### config.mk
export PLATFORM = sky130hd
export DESIGN_NAME = sdc_regs
export DESIGN_NICKNAME = d
export VERILOG_FILES = /design/src/rtl/sdc_pkg.sv /design/src/rtl/sdc_regs.sv /design/src/rtl/sdc_task_timer.sv
export VERILOG_INCLUDE_DIRS = /design/src /design/src/rtl
export SDC_FILE = /design/constraint.sdc
export NUM_CORES = 1
export LEC_CHECK = 0
export BUFFER_PORTS_ARGS = -buffer_cell sky130_fd_sc_hd__buf_2
export CAP_MARGIN = 25
export CORE_UTILIZATION = 30
export CTS_CLUSTER_SIZE = 25
export DETAILED_ROUTE_END_ITERATION = 16
export HOLD_SLACK_MARGIN = 0.15
export PLACE_DENSITY_LB_ADDON = 0.2
export SLEW_MARGIN = 20
export SYNTH_ARGS = -nofsm -noshare
export SYNTH_HDL_FRONTEND = slang
export SYNTH_SLANG_ARGS = --single-unit
### constraint.sdc
create_clock -name i_core_clk -period 2.6 [get_ports i_core_clk]
set_input_delay 0.52 -clock i_core_clk [delete_from_list [all_inputs] [get_ports i_core_clk]]
set_output_delay 0.52 -clock i_core_clk [all_outputs]
set_load 0.05 [all_outputs]
### src/rtl/sdc_map.svh
// Register map, field positions, reset values and timing counts for the
// SYSREF delay and calibration control block.
// Assumes a 100 MHz core clock; included by bare name.
`ifndef SDC_MAP_SVH
`define SDC_MAP_SVH

// ----------------------------------------------------------------------
// Register offsets (7-bit serial address)
// ----------------------------------------------------------------------
`define SDC_ADDR_SYSREF_POWER   7'h18
`define SDC_ADDR_SYSREF_DELAY   7'h19
`define SDC_ADDR_FB_DIV_LOW     7'h1a
`define SDC_ADDR_ALIGN_IN_DIV   7'h1b
`define SDC_ADDR_IDENTITY       7'h1c
`define SDC_ADDR_CAL_HIGH       7'h6c
`define SDC_ADDR_CAL_LOW        7'h6d
`define SDC_ADDR_STATUS         7'h6e
`define SDC_ADDR_BIAS_LEVEL     7'h6f
`define SDC_ADDR_CLK_INIT       7'h70
`define SDC_ADDR_DELAY_CAL      7'h71
`define SDC_ADDR_BIAS_CAL       7'h72
`define SDC_ADDR_ALIGN_EDGE     7'h73

// ----------------------------------------------------------------------
// Field positions
// ----------------------------------------------------------------------
`define SDC_BIT_CMD             7
`define SDC_BIT_BIAS_AC         7
`define SDC_BIT_IDENTITY        4
`define SDC_BIT_ALIGN_PENDING   5
`define SDC_BIT_STARTUP_DONE    1
`define SDC_BIT_READ_EDGE       0

// ----------------------------------------------------------------------
// Reset values
// ----------------------------------------------------------------------
`define SDC_RST_DELAY_UNIT      2'h0
`define SDC_RST_FB_DIV          9'h010
`define SDC_RST_IN_DIV          7'h08
`define SDC_RST_ALIGN_DIV       1'h0

// ----------------------------------------------------------------------
// Delay step and alignment reference divider
// ----------------------------------------------------------------------
`define SDC_DELAY_UNIT_PS       10'h083
`define SDC_ALIGN_HALF_24       6'h0c
`define SDC_ALIGN_HALF_48       6'h18

// ----------------------------------------------------------------------
// Timing: times in ns, cycle counts derived (least times round up)
// ----------------------------------------------------------------------
`define SDC_CLK_PERIOD_NS       10
`define SDC_STARTUP_NS          20000
`define SDC_CLK_INIT_NS         500
`define SDC_DELAY_CAL_NS        10000
`define SDC_BIAS_CAL_NS         10000
`define SDC_ALIGN_NS            1000
`define SDC_CYCLES(ns) (((ns) + `SDC_CLK_PERIOD_NS - 1) / `SDC_CLK_PERIOD_NS)

`endif

### src/rtl/sdc_pkg.sv
// Types shared by the SYSREF delay and calibration control block.
// Assumes nothing beyond a SystemVerilog compiler.
package sdc_pkg;

  // Oscillator divider settings for the calibration oscillator
  typedef struct packed {
    logic [6:0] input_div;
    logic [8:0] feedback_div;
  } sdc_osc_cfg_s;

  // SYSREF output control towards the analog drivers
  typedef struct packed {
    logic       powerdown;
    logic       bias_ac;
    logic       park_crosspoint;
    logic [1:0] delay_unit_multiplier;
    logic [9:0] step_ps;
  } sdc_sysref_ctl_s;

  typedef enum logic [1:0] {
    SDC_ALIGN_IDLE = 2'b00,
    SDC_ALIGN_WAIT = 2'b01,
    SDC_ALIGN_RUN  = 2'b10
  } sdc_align_e;

endpackage

### src/rtl/sdc_regs.sv
// SYSREF delay, calibration and alignment control registers behind a
// 3-wire serial port.
// Assumes serial pins are synchronous to the core clock and toggle well
// below its rate; analog results are stable when their task ends.
//
// Behaviour
// - Delay step is (1 + multiplier) units
// - Steps 131, 262, 393, 524 ps
// - Oscillator feedback divider, resets to 16
// - Oscillator input divider, resets to 8
// - Divide clock by 24 or 48 for alignment
// - Calibration result split, upper bits lower address
// - Calibration command runs calibration, stores result
// - Startup-complete reads 1 only after startup
// - Clock init command initialises dividers and delays
// - Align start sets pending; alignment runs from the next SYSREF rise
// - Pending reads 1 until alignment completes
`timescale 1ns/1ps
`include "sdc_map.svh"
module sdc_regs
  import sdc_pkg::*;
#(
  parameter logic IDENTITY_BIT = 1'b0,  // Arbitrary value
  parameter int   STARTUP_CYC  = `SDC_CYCLES(`SDC_STARTUP_NS),
  parameter int   INIT_CYC     = `SDC_CYCLES(`SDC_CLK_INIT_NS),
  parameter int   DCAL_CYC     = `SDC_CYCLES(`SDC_DELAY_CAL_NS),
  parameter int   BCAL_CYC     = `SDC_CYCLES(`SDC_BIAS_CAL_NS),
  parameter int   ALIGN_CYC    = `SDC_CYCLES(`SDC_ALIGN_NS)
) (
  // Clock and reset
  input  wire logic      i_core_clk,
  input  wire logic      i_reset_n,
  // Serial port
  input  wire logic      i_spi_sclk,
  input  wire logic      i_spi_cs_n,
  input  wire logic      i_sdio,
  output logic           o_sdio,
  output logic           o_sdio_oe_n,
  // Analog and system side
  input  wire logic      i_sysref_in,
  input  wire logic [14:0] i_cal_measure,
  input  wire logic [5:0]  i_bias_measure,
  output sdc_osc_cfg_s   o_osc_cfg,
  output sdc_sysref_ctl_s o_sysref_ctl,
  output logic           o_clock_init,
  output logic           o_delay_cal_run,
  output logic           o_bias_cal_run,
  output logic           o_align_active,
  output logic           o_align_ref
);

  // ----------------------------------------------------------------------
  // Register state
  // ----------------------------------------------------------------------
  logic            powerdown,    next_powerdown;
  logic            bias_ac,      next_bias_ac;
  logic            park,         next_park;
  logic [1:0]      dly_mult,     next_dly_mult;
  logic [8:0]      fb_div,       next_fb_div;
  logic [6:0]      in_div,       next_in_div;
  logic            align_div,    next_align_div;
  logic            read_edge,    next_read_edge;
  logic [14:0]     cal_result,   next_cal_result;
  logic [5:0]      bias_level,   next_bias_level;
  logic            init_cmd,     next_init_cmd;
  logic            dcal_cmd,     next_dcal_cmd;
  logic            bcal_cmd,     next_bcal_cmd;
  logic            align_cmd,    next_align_cmd;
  logic            started,      next_started;
  logic            ready,        next_ready;
  logic            sysref_q,     next_sysref_q;
  sdc_align_e      align_st,     next_align_st;
  logic [5:0]      ref_cnt,      next_ref_cnt;
  logic            ref_out,      next_ref_out;
  sdc_sysref_ctl_s ctl_q,        next_ctl;

  // Serial port state
  logic            sclk_q,       next_sclk_q;
  logic [4:0]      bit_cnt,      next_bit_cnt;
  logic [7:0]      shift_in,     next_shift_in;
  logic            is_read,      next_is_read;
  logic [6:0]      addr,         next_addr;
  logic [7:0]      tx,           next_tx;
  logic            sdio_q,       next_sdio_q;
  logic            oe_n_q,       next_oe_n_q;

  // Write strobe from the serial port
  logic            wr_en;
  logic [6:0]      wr_addr;
  logic [7:0]      wr_data;

  // Task handshakes
  logic init_go, init_busy, init_done;
  logic dcal_go, dcal_busy, dcal_done;
  logic bcal_go, bcal_busy, bcal_done;
  logic start_go, start_busy, start_done;
  logic align_go, align_busy, align_done;
  logic sysref_rise;

  // ----------------------------------------------------------------------
  // Read decode
  // ----------------------------------------------------------------------
  function automatic logic [7:0] read_word(input logic [6:0] a);
    logic [7:0] d;
    d = 8'h00;
    case (a)
      `SDC_ADDR_SYSREF_POWER: d[`SDC_BIT_CMD] = powerdown;
      `SDC_ADDR_SYSREF_DELAY: d = {bias_ac, dly_mult, 4'h0, fb_div[8]};
      `SDC_ADDR_FB_DIV_LOW:   d = fb_div[7:0];
      `SDC_ADDR_ALIGN_IN_DIV: d = {align_div, in_div};
      `SDC_ADDR_IDENTITY:     d[`SDC_BIT_IDENTITY] = IDENTITY_BIT;
      `SDC_ADDR_CAL_HIGH:     d = {1'b0, cal_result[14:8]};
      `SDC_ADDR_CAL_LOW:      d = cal_result[7:0];
      `SDC_ADDR_STATUS: begin
        d[`SDC_BIT_ALIGN_PENDING] = align_cmd ||
                                    (align_st != SDC_ALIGN_IDLE);
        d[`SDC_BIT_STARTUP_DONE]  = ready;
      end
      `SDC_ADDR_BIAS_LEVEL:   d = {2'h0, bias_level};
      `SDC_ADDR_CLK_INIT:     d[`SDC_BIT_CMD] = init_cmd;
      `SDC_ADDR_DELAY_CAL:    d[`SDC_BIT_CMD] = dcal_cmd;
      `SDC_ADDR_BIAS_CAL:     d[`SDC_BIT_CMD] = bcal_cmd;
      `SDC_ADDR_ALIGN_EDGE: begin
        d[`SDC_BIT_CMD]       = align_cmd;
        d[`SDC_BIT_READ_EDGE] = read_edge;
      end
      default:                d = 8'h00;
    endcase
    return d;
  endfunction

  // ----------------------------------------------------------------------
  // Serial port: R/W bit, 7-bit address, data bytes, MSB first
  // ----------------------------------------------------------------------
  // Input bits are taken on rising SCLK; read data leaves on the edge
  // chosen by read_edge. Bursts auto-increment the address.
  always_comb begin
    logic rise;
    logic fall;
    logic out_edge;
    rise          = i_spi_sclk && !sclk_q;
    fall          = !i_spi_sclk && sclk_q;
    out_edge      = read_edge ? rise : fall;
    next_sclk_q   = i_spi_sclk;
    next_bit_cnt  = bit_cnt;
    next_shift_in = shift_in;
    next_is_read  = is_read;
    next_addr     = addr;
    next_tx       = tx;
    next_sdio_q   = sdio_q;
    next_oe_n_q   = oe_n_q;
    wr_en         = 1'b0;
    wr_addr       = addr;
    wr_data       = 8'h00;
    if (i_spi_cs_n) begin
      next_bit_cnt = 5'h00;
      next_oe_n_q  = 1'b1;
    end else begin
      if (out_edge && is_read && bit_cnt[3]) begin
        next_sdio_q = tx[7];
        next_tx     = {tx[6:0], 1'b0};
        next_oe_n_q = 1'b0;
      end
      if (rise) begin
        next_shift_in = {shift_in[6:0], i_sdio};
        next_bit_cnt  = bit_cnt + 5'h01;
        if (bit_cnt == 5'h07) begin
          next_is_read = next_shift_in[7];
          next_addr    = next_shift_in[6:0];
          next_tx      = read_word(next_shift_in[6:0]);
        end else if (bit_cnt == 5'h0f) begin
          wr_en        = !is_read;
          wr_data      = next_shift_in;
          next_addr    = addr + 7'h01;
          next_bit_cnt = 5'h08;
          next_tx      = read_word(addr + 7'h01);
        end
      end
    end
  end

  always_ff @(posedge i_core_clk or negedge i_reset_n) begin
    if (!i_reset_n) begin
      sclk_q   <= 1'b0;
      bit_cnt  <= 5'h00;
      shift_in <= 8'h00;
      is_read  <= 1'b0;
      addr     <= 7'h00;
      tx       <= 8'h00;
      sdio_q   <= 1'b0;
      oe_n_q   <= 1'b1;
    end else begin
      sclk_q   <= next_sclk_q;
      bit_cnt  <= next_bit_cnt;
      shift_in <= next_shift_in;
      is_read  <= next_is_read;
      addr     <= next_addr;
      tx       <= next_tx;
      sdio_q   <= next_sdio_q;
      oe_n_q   <= next_oe_n_q;
    end
  end

  // ----------------------------------------------------------------------
  // Task launch
  // ----------------------------------------------------------------------
  // A command stays pending while its task is still busy, so a write of 1
  // is never dropped and starts exactly one run.
  assign init_go     = init_cmd && !init_busy;
  assign dcal_go     = dcal_cmd && !dcal_busy;
  assign bcal_go     = bcal_cmd && !bcal_busy;
  assign start_go    = !started;
  assign sysref_rise = i_sysref_in && !sysref_q;
  assign align_go    = (align_st == SDC_ALIGN_WAIT) && sysref_rise;

  sdc_task_timer #(.CYCLES(STARTUP_CYC)) u_startup (
    .i_core_clk (i_core_clk),
    .i_reset_n  (i_reset_n),
    .i_start    (start_go),
    .o_busy     (start_busy),
    .o_done     (start_done)
  );
  sdc_task_timer #(.CYCLES(INIT_CYC)) u_clk_init (
    .i_core_clk (i_core_clk),
    .i_reset_n  (i_reset_n),
    .i_start    (init_go),
    .o_busy     (init_busy),
    .o_done     (init_done)
  );
  sdc_task_timer #(.CYCLES(DCAL_CYC)) u_delay_cal (
    .i_core_clk (i_core_clk),
    .i_reset_n  (i_reset_n),
    .i_start    (dcal_go),
    .o_busy     (dcal_busy),
    .o_done     (dcal_done)
  );
  sdc_task_timer #(.CYCLES(BCAL_CYC)) u_bias_cal (
    .i_core_clk (i_core_clk),
    .i_reset_n  (i_reset_n),
    .i_start    (bcal_go),
    .o_busy     (bcal_busy),
    .o_done     (bcal_done)
  );
  sdc_task_timer #(.CYCLES(ALIGN_CYC)) u_align (
    .i_core_clk (i_core_clk),
    .i_reset_n  (i_reset_n),
    .i_start    (align_go),
    .o_busy     (align_busy),
    .o_done     (align_done)
  );

  // ----------------------------------------------------------------------
  // Register and sequencing next state
  // ----------------------------------------------------------------------
  always_comb begin
    next_powerdown  = powerdown;
    next_bias_ac    = bias_ac;
    next_dly_mult   = dly_mult;
    next_fb_div     = fb_div;
    next_in_div     = in_div;
    next_align_div  = align_div;
    next_read_edge  = read_edge;
    next_cal_result = cal_result;
    next_bias_level = bias_level;
    next_sysref_q   = i_sysref_in;
    next_started    = 1'b1;
    next_ready      = ready || start_done;
    // Clear on acceptance first, so a same-cycle write wins
    next_init_cmd   = init_cmd && !init_go;
    next_dcal_cmd   = dcal_cmd && !dcal_go;
    next_bcal_cmd   = bcal_cmd && !bcal_go;
    next_align_cmd  = align_cmd && (align_st != SDC_ALIGN_IDLE);
    next_align_st   = align_st;
    if (wr_en) begin
      case (wr_addr)
        `SDC_ADDR_SYSREF_POWER: next_powerdown = wr_data[`SDC_BIT_CMD];
        `SDC_ADDR_SYSREF_DELAY: begin
          next_bias_ac    = wr_data[`SDC_BIT_BIAS_AC];
          next_dly_mult   = wr_data[6:5];
          next_fb_div[8]  = wr_data[0];
        end
        `SDC_ADDR_FB_DIV_LOW:   next_fb_div[7:0] = wr_data;
        `SDC_ADDR_ALIGN_IN_DIV: begin
          next_align_div = wr_data[7];
          next_in_div    = wr_data[6:0];
        end
        `SDC_ADDR_CLK_INIT:
          next_init_cmd = next_init_cmd || wr_data[`SDC_BIT_CMD];
        `SDC_ADDR_DELAY_CAL:
          next_dcal_cmd = next_dcal_cmd || wr_data[`SDC_BIT_CMD];
        `SDC_ADDR_BIAS_CAL:
          next_bcal_cmd = next_bcal_cmd || wr_data[`SDC_BIT_CMD];
        `SDC_ADDR_ALIGN_EDGE: begin
          next_read_edge = wr_data[`SDC_BIT_READ_EDGE];
          next_align_cmd = next_align_cmd || wr_data[`SDC_BIT_CMD];
        end
        default: ;
      endcase
    end
    if (dcal_done) begin
      next_cal_result = i_cal_measure;
    end
    if (bcal_done) begin
      next_bias_level = i_bias_measure;
    end
    case (align_st)
      SDC_ALIGN_IDLE: begin
        if (align_cmd) begin
          next_align_st  = SDC_ALIGN_WAIT;
        end
      end
      SDC_ALIGN_WAIT: if (align_go) next_align_st = SDC_ALIGN_RUN;
      SDC_ALIGN_RUN:  if (align_done) next_align_st = SDC_ALIGN_IDLE;
      default:        next_align_st = SDC_ALIGN_IDLE;
    endcase
  end

  // Crosspoint parking: armed by a power-down fall in AC mode, released
  // by the first SYSREF rise while powered up or by leaving AC mode, so a halted burst needs the pair again.
  always_comb begin
    next_park = park;
    if (!bias_ac || (sysref_rise && !powerdown)) begin
      next_park = 1'b0;
    end
    if (bias_ac && powerdown && !next_powerdown) begin
      next_park = 1'b1;
    end
    next_ctl.powerdown             = powerdown;
    next_ctl.bias_ac               = bias_ac;
    next_ctl.park_crosspoint       = park;
    next_ctl.delay_unit_multiplier = dly_mult;
    next_ctl.step_ps = 10'(({8'h00, dly_mult} + 10'h001) *
                           `SDC_DELAY_UNIT_PS);
  end

  // Alignment reference: toggles every half ratio of core clocks
  always_comb begin
    logic [5:0] half;
    half         = align_div ? `SDC_ALIGN_HALF_48
                             : `SDC_ALIGN_HALF_24;
    next_ref_cnt = ref_cnt + 6'h01;
    next_ref_out = ref_out;
    if (ref_cnt >= half - 6'h01) begin
      next_ref_cnt = 6'h00;
      next_ref_out = !ref_out;
    end
  end

  always_ff @(posedge i_core_clk or negedge i_reset_n) begin
    if (!i_reset_n) begin
      powerdown  <= 1'b0;
      bias_ac    <= 1'b0;
      park       <= 1'b0;
      dly_mult   <= `SDC_RST_DELAY_UNIT;
      fb_div     <= `SDC_RST_FB_DIV;
      in_div     <= `SDC_RST_IN_DIV;
      align_div  <= `SDC_RST_ALIGN_DIV;
      read_edge  <= 1'b0;
      cal_result <= 15'h0000;
      bias_level <= 6'h00;
      init_cmd   <= 1'b0;
      dcal_cmd   <= 1'b0;
      bcal_cmd   <= 1'b0;
      align_cmd  <= 1'b0;
      started    <= 1'b0;
      ready      <= 1'b0;
      sysref_q   <= 1'b0;
      align_st   <= SDC_ALIGN_IDLE;
      ref_cnt    <= 6'h00;
      ref_out    <= 1'b0;
      ctl_q      <= '0;
    end else begin
      powerdown  <= next_powerdown;
      bias_ac    <= next_bias_ac;
      park       <= next_park;
      dly_mult   <= next_dly_mult;
      fb_div     <= next_fb_div;
      in_div     <= next_in_div;
      align_div  <= next_align_div;
      read_edge  <= next_read_edge;
      cal_result <= next_cal_result;
      bias_level <= next_bias_level;
      init_cmd   <= next_init_cmd;
      dcal_cmd   <= next_dcal_cmd;
      bcal_cmd   <= next_bcal_cmd;
      align_cmd  <= next_align_cmd;
      started    <= next_started;
      ready      <= next_ready;
      sysref_q   <= next_sysref_q;
      align_st   <= next_align_st;
      ref_cnt    <= next_ref_cnt;
      ref_out    <= next_ref_out;
      ctl_q      <= next_ctl;
    end
  end

  // ----------------------------------------------------------------------
  // Outputs
  // ----------------------------------------------------------------------
  assign o_sdio                 = sdio_q;
  assign o_sdio_oe_n            = oe_n_q;
  assign o_osc_cfg.input_div    = in_div;
  assign o_osc_cfg.feedback_div = fb_div;
  assign o_sysref_ctl           = ctl_q;
  assign o_clock_init           = init_busy;
  assign o_delay_cal_run        = dcal_busy;
  assign o_bias_cal_run         = bcal_busy;
  assign o_align_active         = align_busy;
  assign o_align_ref            = ref_out;

endmodule // sdc_regs

### src/rtl/sdc_task_timer.sv
// One-shot task timer: a start pulse runs it for CYCLES clocks.
// Assumes start is only honoured while idle.
`timescale 1ns/1ps
module sdc_task_timer #(
  parameter int CYCLES = 16
) (
  // Clock and reset
  input  wire logic i_core_clk,
  input  wire logic i_reset_n,
  // Control
  input  wire logic i_start,
  output logic      o_busy,
  output logic      o_done
);

  logic [15:0] count;
  logic [15:0] next_count;
  logic        busy;
  logic        next_busy;
  logic        done;
  logic        next_done;

  always_comb begin
    next_count = count;
    next_busy  = busy;
    next_done  = 1'b0;
    if (busy) begin
      if (count == 16'h0001) begin
        next_busy = 1'b0;
        next_done = 1'b1;
      end
      next_count = count - 16'h0001;
    end else if (i_start) begin
      next_busy  = 1'b1;
      next_count = 16'(CYCLES);
    end
  end

  always_ff @(posedge i_core_clk or negedge i_reset_n) begin
    if (!i_reset_n) begin
      count <= 16'h0000;
      busy  <= 1'b0;
      done  <= 1'b0;
    end else begin
      count <= next_count;
      busy  <= next_busy;
      done  <= next_done;
    end
  end

  assign o_busy = busy;
  assign o_done = done;

endmodule // sdc_task_timer

==> impl_results.md, run 1 <==
- Status: completed
- Pwr dens: 652 mW/mm^2
- Met2 Resource Use GR: 24.1%
- Initial drt markers: 527
- Post-route setup slack: 0.236 ns
- Worst-case clock skew: 0.0143 ns
- ANT nets after route: 0
- P_leak: 4.99 nW
- Most Crowded Layer GR: met2
- Initial antenna violation count: 2
- Chip Width: 182 um
- Final Setup Violations: 0
- Synth Area in Compound Gates: 17.5%
- Largest family of logic cells by synthesized area: simple AND/OR/NAND/NOR gates
- Final TNS setup: 0 ns
- Simple-gate area share of the yosys netlist: 19.0%
- Critical Path AT: 2.69 ns
- Synth Area in Adders: 3.08%
- Hold Crit Class: input pin to register
- Post-synthesis mux area share: 6.90%
- Period utilisation layout: 90.9%
- EDFF count, synth: 0
- Row cnt: 65
- Worst path required time: 2.92 ns
- First-pass GRT wire length: 41400 um
- Vias in the first global route: 7512
- Share of cells above drive strength 1: 16.3%
- Mapped Cells: 972
- I/O Buffers: 62
- Synth Area per Inst: 10.0 um^2
- Fin Hold WS: 0.225 ns
- Asr flop ratio synth: 100%
- Most frequent cells in the layout: 189 x dfrtp_1, 129 x nand2_1, 61 x buf_2, 60 x o21ai_0, 55 x nor2_1
- RSZ-0062 raised after global routing: false
- WS Path Type: register to register
- Gr ovfl total: 0
- Period minus WS final: 2.36 ns
- Vias per Instance: 5.29
- Initial core utilization: 30.7%
- Clock slew seen by the registers of the worst setup and hold paths: 0.08 ns
- CTS Buffer Depth: 2
- VDD IR max: 0.458 mV
- Final hold violation count: 0
- Sequential share of the synthesized area: 49.4%
- H-Tree Depth: 4
- Clk sinks: 192
- Routed wire length: 25300 um
- Final nets: 1084
- DRC: 0
- # resized after CTS: 0
- Yosys cell types: 78
- Top_reg_cell synth: dfrtp_1
- Drt pass-1 iters: 5
- CTS root buffer: clkbuf_16
- Slew headroom: 50.6%
- Type of destination of the critical path: register
- HPWL after DPL: 18100 um
- Routing usage on met1: 22.3%
- Commonest non-fill, non-tap cell in the layout: dfrtp_1
- Die Span Y: 182 um
- Pin count of the biggest net entering global routing: 54
- Postcts setup bufs: 0
- CTS Buf Count: 17
- Non-filler cells, final: 1450
- Placed inst area: 0.0106 mm^2
- Final Max Slew Viols: 0
- GPL Wtd Cong: 0.871
- Worst skew pair latency: 0.44 ns
- Finished Cell Area: 0.0112 mm^2
- CP startpoint kind: register
- Routed vias: 7671
- Max frequency: 0.423 GHz
- Met3 usage: 3.31%
- CTS tree: yes
- Area grow syn2layout: 15.0%
- Die area: 0.0332 mm^2
- Util after Layout: 35.3%
- Number of synthesized register bits: 192
- Worst slack, placed: 0.302 ns
- Cell area after synthesis: 0.00974 mm^2
- Post-Place Cells: 1415
- XOR/XNOR Fraction of Synth Area: 0.990%
- Wire length per cell: 17.5 um
- Synthesis Warnings: 0
- Worst Tran Pin Value: 0.742 ns
- Gr usage total: 15.8%
- Top Ports: 65
- Largest fanout on the critical path: 10
- Core area: 0.0317 mm^2
- Max cap viols: 0
- Pwr Total: 7.30 mW
==> synth_stat cells, types with 17 or more instances <==
master	count	share of area (%)
dfrtp_1	189	49
nand2_1	129	5.0
o21ai_0	60	3.1
nor2_1	55	2.1
a21oi_1	44	2.3
nor3_1	34	1.7
mux2i_1	30	3.1
mux2_2	29	3.4
nand3_1	29	1.5
clkbuf_1	26	1.0
ha_1	24	3.1
inv_1	24	0.93
a22oi_1	19	1.5
o22ai_1	17	1.1
==> logic make-up after synthesis <==
group / count (synthesis)
flops: 192
simple gates: 357
mux: 61
other cells: 2
xor+xnor: 11
fa+ha+maj: 24
compound gates: 256
buf+inv: 69
==> power breakdown <==
group          internal, mW  total (mW)  leakage, nW  switching (mW)
combinational         0.367       0.857         2.15           0.491
clock                  1.65        2.85        0.299            1.20
sequential             3.25        3.59         2.54           0.345
==> timing repair <==
action                                 CTS  global route
hold buffers                             1             0
setup endpoints to repair                0             0
endpoints found under the hold margin   48             0
==> final cells by class <==
| type | instances | area, um^2 |
|---|---|---|
| diodes | 2 | 5.00 |
| inverters | 24 | 90.1 |
| fillers | 3254 | 20500 |
| clock inverters | 11 | 179 |
| clock buffers | 21 | 450 |
| flip-flops and latches | 192 | 4810 |
| multi-input cells | 712 | 4630 |
| repair buffers | 86 | 527 |
| well taps | 402 | 503 |
==> sequential cells by signal (all words and copies together) (netlist names), 7 cells and up <==
signal and cells:
in_div 7, fb_div 9, u_bias_cal.count 16, u_align.count 16
shift_in 7, u_delay_cal.count 16, tx 8, u_startup.count 16
cal_result 15, u_clk_init.count 16, addr 7, o_sysref_ctl 12
==> routing by layer <==
layer,vias up,part of all wire (%)
met5,-,0
met4,0,2.0
met3,29,4.8
met2,150,45
met1,3760,48
li1,3732,-
==> path summary, 6_finish.rpt <==
kind / from / end / slack, ns / cells past startpoint
min in group asynchronous: i_reset_n / u_bias_cal.count[7] / 0.60 / 2
hold reg to reg: u_startup.o_done / ready / 0.44 / 1
hold / removal: i_sysref_in / sysref_q / 0.23 / 1
max in group asynchronous: i_reset_n / o_sdio_oe_n / 1.25 / 3
setup reg to reg: addr[0] / tx[5] / 0.24 / 7
setup / recovery: addr[0] / tx[5] / 0.24 / 7
==> critical path, stage by stage, from the launching register on <==
cell and delay, ns:
dfrtp_1 0.47, ha_1 0.33, nor2_1 0.14, and3_1 0.23, a31oi_4 0.33, o22ai_1 0.13
a211o_1 0.32, a311o_1 0.31
(Power assumes the default switching activity.)
==> run 2: changes to the inputs <==
--- a/config.mk
+++ b/config.mk
@@ -6,6 +6,7 @@
 export SDC_FILE = /design/constraint.sdc
 export NUM_CORES = 1
 export LEC_CHECK = 0
+export ABC_AREA = 1
 export BUFFER_PORTS_ARGS = -buffer_cell sky130_fd_sc_hd__buf_2
 export CAP_MARGIN = 25
 export CORE_UTILIZATION = 30
==> run 2 against run 1 <==
Total power up 1.2%. Highest routed layer unchanged. Clock power up 7.7%. Synthesized cell count up 31%. Combinational power down 2%. Non-clock buffer count down 1. Largest power group unchanged. Final cell count up 25%. Critical path depth up 6. Worst hold slack worse by 0.025 ns. Count of clock-buffer cells in the layout down 3.
==> impl_results.md, run 2 <==
- Status: completed
- Final Max Slew Viols: 0 (unchanged)
- Fin Hold WS: 0.200 ns (-0.0255 ns)
- FF-to-FF setup slack: 0.28 ns (+0.05 ns)
- EDFF count, synth: 0 (unchanged)
- CP max stage delay: 0.45 ns (-0.02 ns)
- Routed vias: 8601 (+12%)
- Area leader, netlist: dfrtp_1
- Synth Area in Adders: 2.98% (-0.10 points)
- Die area: 0.0343 mm^2 (+3.5%)
- Synth Area per Inst: 7.90 um^2 (-21%)
- CTS Buf Count: 17 (unchanged)
- Period utilisation layout: 89.1% (-1.8 points)
- WS Path Type: register to register
- XOR/XNOR Fraction of Synth Area: 0.695% (-0.29 points)
- P_leak: 5.66 nW (+13%)
- Final Setup Violations: 0 (unchanged)
- I/O Buffers: 62 (unchanged)
- Initial antenna violation count: 1 (-1)
- Count leader, synth: nand2_1
- Most frequent cells in the layout: 228 x nand2_1, 200 x inv_1, 189 x dfrtp_1, 155 x o21ai_0, 145 x nor2_1
- Largest fanout on the critical path: 10 (unchanged)
- Initial drt markers: 531 (+0.76%)
- Worst skew pair latency: 0.45 ns (about the same)
- Worst Tran Pin Value: 0.589 ns (-0.153 ns)
- Top Ports: 65 (unchanged)
- Largest cells by area after synthesis: dfrtp_1 47%, nand2_1 8.5%, o21ai_0 7.7%, inv_1 7.5%, nor2_1 5.4%
- HPWL after DPL: 21600 um (+19%)
- Crit-path cells: ha_2 -> nand3_1 -> o21bai_1 -> nand3_1 -> nor2_4 -> nand2_2 -> nor2_1 -> nor2_1 -> nand2_1 -> nand2_1 -> nand2_1 -> nand2_1 -> a21oi_1
- Number of synthesized register bits: 192 (unchanged)
- Post-route setup slack: 0.284 ns (+0.0476 ns)
- Share of cells above drive strength 1: 11.7% (-4.6 points)
- CTS root buffer: clkbuf_16
- Pin count of the biggest net entering global routing: 57 (+5.6%)
- CP startpoint kind: register
- Commonest non-fill, non-tap cell in the layout: nand2_1
- Final nets: 1406 (+30%)
- R2R Path Start: addr[1]
- Vias in the first global route: 8225 (+9.5%)
- Worst path required time: 2.96 ns (+0.04 ns)
- Worst slack, placed: 0.217 ns (-0.0853 ns)
- H-Tree Depth: 4 (unchanged)
- ANT nets after route: 0 (unchanged)
- Gr ovfl total: 0 (unchanged)
- Cell with the most instances on the worst path: nand2_1
- CTS Buffer Depth: 2 (unchanged)
- Max frequency: 0.432 GHz (+2.1%)
- Pwr Total: 7.38 mW (+1.2%)
- RSZ-0062 raised after global routing: false
- Worst reg2reg endpoint: tx[0]
- Initial core utilization: 30.7% (+0.040 points)
- Mapped Cells: 1275 (+31%)
- VDD IR max: 0.469 mV (+2.4%)
- Slew headroom: 60.4% (+9.8 points)
- Synth Area in Compound Gates: 14.7% (-2.9 points)
- Clk sinks: 192 (unchanged)
- Yosys cell types: 54 (-31%)
- Worst-case clock skew: 0.0121 ns (-0.00220 ns)
- Vias per Instance: 4.75 (-10%)
- Row cnt: 66 (+1.5%)
- Final hold violation count: 0 (unchanged)
- Die Span Y: 185 um (+1.7%)
- Post-synth top cells: 228 x nand2_1, 200 x inv_1, 189 x dfrtp_1
- Wire length per cell: 15.6 um (-10%)
- Synthesis Warnings: 0 (unchanged)
- Cell area after synthesis: 0.0101 mm^2 (+3.5%)
- Chip Width: 185 um (+1.7%)
- Final TNS setup: 0 ns (unchanged)
- Core area: 0.0328 mm^2 (+3.4%)
- Drt pass-1 iters: 5 (unchanged)
- First-pass GRT wire length: 45400 um (+9.6%)
- DRC: 0 (unchanged)
- Hold Path Origin: i_sysref_in
- Sequential share of the synthesized area: 47.7% (-1.7 points)
- Period minus WS final: 2.32 ns (-0.0476 ns)
- GPL Wtd Cong: 0.870 (about the same)
- Post-synth top area share: 46.9% (-1.6 points)
- Routed wire length: 28300 um (+12%)
- Simple-gate area share of the yosys netlist: 24.2% (+5.3 points)
- Largest family of logic cells by synthesized area: simple AND/OR/NAND/NOR gates
- Clock slew seen by the registers of the worst setup and hold paths: 0.07 ns (about the same)
- Hold Crit Class: input pin to register
- Post-synthesis mux area share: 0.621% (-6.3 points)
- Pwr dens: 630 mW/mm^2 (-3.4%)
- Util after Layout: 35.8% (+0.48 points)
- CP max stage cell: dfrtp_1
- Hold endpoint: sysref_q
- Gr usage total: 17.4% (+1.6 points)
- Hold depth: 1 (unchanged)
- Area grow syn2layout: 16.4%
- CTS tree: yes
- Type of destination of the critical path: register
- Critical Path AT: 2.68 ns (about the same)
- Worst r2r path cells: 13 (+6)
- Asr flop ratio synth: 100% (unchanged)
- Top_reg_cell synth: dfrtp_1
- Max cap viols: 0 (unchanged)
## run 2: cell type report
type | instances | area [um^2]
clock inverters | 14 | 250
repair buffers | 85 | 544
flip-flops and latches | 192 | 4810
clock buffers | 18 | 429
fillers | 3508 | 21100
inverters | 205 | 774
well taps | 442 | 553
diodes | 1 | 2.50
multi-input cells | 854 | 4370
## run 2: through the flow
step	area, um^2	instances
global route	11700	1810
finish	11700	1811
detailed placement	11000	1776
CTS	11700	1809
global placement	11000	1776
floorplan	10100	1276
## run 2: critical path: cells and delay by family (launching register included)
family | cells | cell delay (ns)
and+or+nand+nor | 10 | 1.14
DFF | 1 | 0.45
adders and majority gates | 1 | 0.32
AOI/OAI and AO/OA | 2 | 0.31
## run 2: worst max-delay path by stage
stage / to / slack, ns / start
after global routing: tx[0] / 0.01 / addr[1]
after CTS: tx[0] / 0.19 / addr[1]
final: tx[0] / 0.28 / addr[1]
after floorplan: u_delay_cal.count[13] / 0.61 / u_delay_cal.o_busy
after global placement: tx[0] / 0.23 / addr[1]
after detailed placement: tx[0] / 0.22 / addr[1]
## run 2: layer usage
metal / share of wire [%] / wire length, um / global-route usage, %
met1: 48 / 13600 / 23.8
met4: 2.0 / 570 / 5.32
met2: 46 / 13100 / 27.6
met5: 0 / 0 / 0
met3: 3.8 / 1080 / 3.36
## run 2: kinds of logic after synthesis
group	after synthesis
other	2
adder cells (fa/ha/maj)	24
buffers and inverters	230
XOR/XNOR	8
AND/OR/NAND/NOR	554
AO/OA/AOI/OAI	259
flip-flops	192
multiplexers	6
## run 2: repair_timing
action / CTS / global route
setup buffers: 0 / 1
endpoints found under the setup margin: 0 / 7
gates resized for setup: 0 / 1
hold endpoints to repair: 51 / 0
hold buffers: 1 / 0
## run 2: report_power, final
group          switching [mW]  total [mW]  internal [mW]
clock                    1.25        3.07           1.83
sequential              0.245        3.47           3.22
combinational           0.529       0.842          0.312
==> run 3: changes to the inputs <==
--- a/config.mk
+++ b/config.mk
@@ -14,6 +14,7 @@
 export DETAILED_ROUTE_END_ITERATION = 16
 export HOLD_SLACK_MARGIN = 0.15
 export PLACE_DENSITY_LB_ADDON = 0.2
+export SETUP_SLACK_MARGIN = 0.4
 export SLEW_MARGIN = 20
 export SYNTH_ARGS = -nofsm -noshare
 export SYNTH_HDL_FRONTEND = slang
==> constraint.sdc (replaced) <==
create_clock -name i_core_clk -period 2.6 [get_ports i_core_clk]
set_input_delay 0.52 -clock i_core_clk [delete_from_list [all_inputs] [get_ports i_core_clk]]
set_output_delay 0.52 -clock i_core_clk [all_outputs]
set_load 0.01 [all_outputs]
==> run 3 against run 2 <==
Utilization is 0.34 points higher. Wire length up 0.43%. Clock skew increased by 0.0029 ns. Sequential power about the same. Count of clock-buffer cells in the layout is the same. Worst hold slack worse by 0.00076 ns. Critical endpoint is now fb_div[3].
==> impl_results.md, run 3 (synthesized netlist as in run 2, its figures left out) <==
- Multi-input logic area: 0.00441 mm^2 (+1.1%)
- Top Ports: 65 (unchanged)
- GPL Wtd Cong: 0.870 (unchanged)
- I/O Buffers: 62 (unchanged)
- Slew headroom: 60.1% (-0.23 points)
- Period minus WS final: 2.14 ns (-0.172 ns)
- CP max stage cell: dfrtp_1
- Clk sinks: 192 (unchanged)
- Type of destination of the critical path: register
- VDD IR max: 0.471 mV (+0.50%)
- Row cnt: 66 (unchanged)
- Worst Tran Pin Value: 0.593 ns (+0.00340 ns)
- CP startpoint kind: register
- RSZ-0062 raised after global routing: true
- Core area: 0.0328 mm^2 (unchanged)
- Worst-case clock skew: 0.0150 ns (+0.00292 ns)
- Max frequency: 0.466 GHz (+8.0%)
- Combinational power share: 11.4% (about the same)
- H-Tree Depth: 4 (unchanged)
- CP max stage delay: 0.37 ns (-0.08 ns)
- Hold Crit Class: input pin to register
- ANT nets after route: 0 (unchanged)
- CTS Buf Count: 17 (unchanged)
- Fill count: 3506 (-0.057%)
- Post-Place Cells: 1776 (unchanged)
- Initial antenna violation count: 1 (unchanged)
- Vias per Instance: 4.74 (-0.23%)
- Util after Layout: 36.1% (+0.34 points)
- Gr ovfl total: 0 (unchanged)
- Initial core utilization: 30.7% (unchanged)
- Internal: 5.37 mW (+0.17%)
- Gr usage total: 17.4% (+0.030 points)
- Clock power frac: 41.7% (about the same)
- CTS tree: yes
- Worst slack, placed: 0.217 ns (unchanged)
- CTS Buffer Depth: 2 (unchanged)
- Pin count of the biggest net entering global routing: 57 (unchanged)
- Chip Width: 185 um (unchanged)
- Die Span Y: 185 um (unchanged)
- Post-route setup slack: 0.456 ns (+0.172 ns)
- HPWL after DPL: 21600 um (unchanged)
- CTS root buffer: clkbuf_16
- FF+latch area: 0.00481 mm^2 (about the same)
- Pwr dens: 623 mW/mm^2 (-0.97%)
- Largest fanout on the critical path: 16 (+6)
- Critical Path AT: 2.47 ns (-0.21 ns)
- Routed vias: 8619 (+0.21%)
- Final TNS setup: 0 ns (unchanged)
- Wire length per cell: 15.6 um (about the same)
- Final nets: 1414 (+0.57%)
- Most frequent cells in the layout: 223 x nand2_1, 198 x inv_1, 186 x dfrtp_1, 153 x o21ai_0, 144 x nor2_1
- Clock slew seen by the registers of the worst setup and hold paths: 0.07 ns (about the same)
- First-pass GRT wire length: 45500 um (+0.23%)
- Area grow syn2layout: 17.5%
- DRC: 0 (unchanged)
- Drt pass-1 iters: 6 (+1)
- Period utilisation layout: 82.5% (-6.6 points)
- Final hold violation count: 0 (unchanged)
- Switching pwr: 2.01 mW (-0.53%)
- Critical path's top delay family: simple AND/OR/NAND/NOR gates
- WS Path Type: register to register
- Initial drt markers: 459 (-14%)
- Vias in the first global route: 8276 (+0.62%)
- Worst path required time: 2.93 ns (-0.03 ns)
- Switching share of power: 27.2% (-0.14 points)
- Die area: 0.0343 mm^2 (unchanged)
- Share of cells above drive strength 1: 13.3% (+1.6 points)
- P_leak: 5.71 nW (+0.79%)
- Commonest non-fill, non-tap cell in the layout: nand2_1
- Non-filler cells, final: 1819 (+0.44%)
- Max cap viols: 0 (unchanged)
- Routed wire length: 28500 um (+0.43%)
- Reg power frac: 47.0% (about the same)
- Final Max Slew Viols: 0 (unchanged)
- Status: completed
- CP Buf/Inv Count: 3 (+3)
- Worst skew pair latency: 0.45 ns (about the same)
- Final Setup Violations: 0 (unchanged)
- Crit-path cells: ha_1 -> nand2_2 -> nor2_8 -> inv_4 -> nor2_8 -> inv_4 -> nor3_4 -> inv_2 -> nor3_4 -> nand2_2 -> nand2_1 -> o21ai_2
[run 3: path summary, 6_finish.rpt]
path | end | slack [ns] | from | depth (start not counted)
min in group asynchronous | u_align.count[2] | 0.58 | i_reset_n | 2
max in group asynchronous | addr[2] | 1.34 | i_reset_n | 3
hold reg to reg | o_sysref_ctl[12] | 0.40 | park | 0
hold / removal | sysref_q | 0.20 | i_sysref_in | 1
setup reg to reg | fb_div[3] | 0.46 | bit_cnt[0] | 12
setup / recovery | fb_div[3] | 0.46 | bit_cnt[0] | 12
[run 3: power by group through the flow]
stage                     registers, mW  clock network (mW)  logic, mW
final                              3.47                3.08      0.840
after global routing               3.51                3.27      0.981
after CTS                          3.46                3.17      0.843
after detailed placement           3.52                   0      0.835
after global placement             3.52                   0      0.824
after floorplan                    3.44                   0      0.610
[run 3: repair_timing]
action	CTS	global route
setup endpoints to repair	8	28
endpoints found under the hold margin	51	0
resized for setup	5	14
hold buffers	1	0
setup buffers	4	5
pin swaps	2	2
[run 3: layout make-up]
cell class	count	share of cell area [%]
Inverter	205	6.54
Timing Repair Buffer	93	5.10
Tap cell	442	4.67
Antenna cell	1	0.0211
Sequential cell	192	40.6
Clock inverter	14	2.11
Clock buffer	18	3.62
Multi-Input combinational cell	854	37.3
[run 3: per-layer routing]
layer	vias to the layer above	GRT usage, %	part of all wire (%)
li1	4365	-	-
met1	4068	23.7	48
met2	154	27.6	46
met3	32	3.46	4.3
met4	0	5.59	2.1
met5	-	0	0
[run 3: through the flow]
step	hold slack, ns	total power, mW	area [um^2]
after floorplan	0.224	4.05	10100
after global placement	0.378	4.34	11000
after detailed placement	0.383	4.35	11000
after CTS	0.182	7.48	11800
after global routing	0.194	7.76	11800
final	0.199	7.38	11800
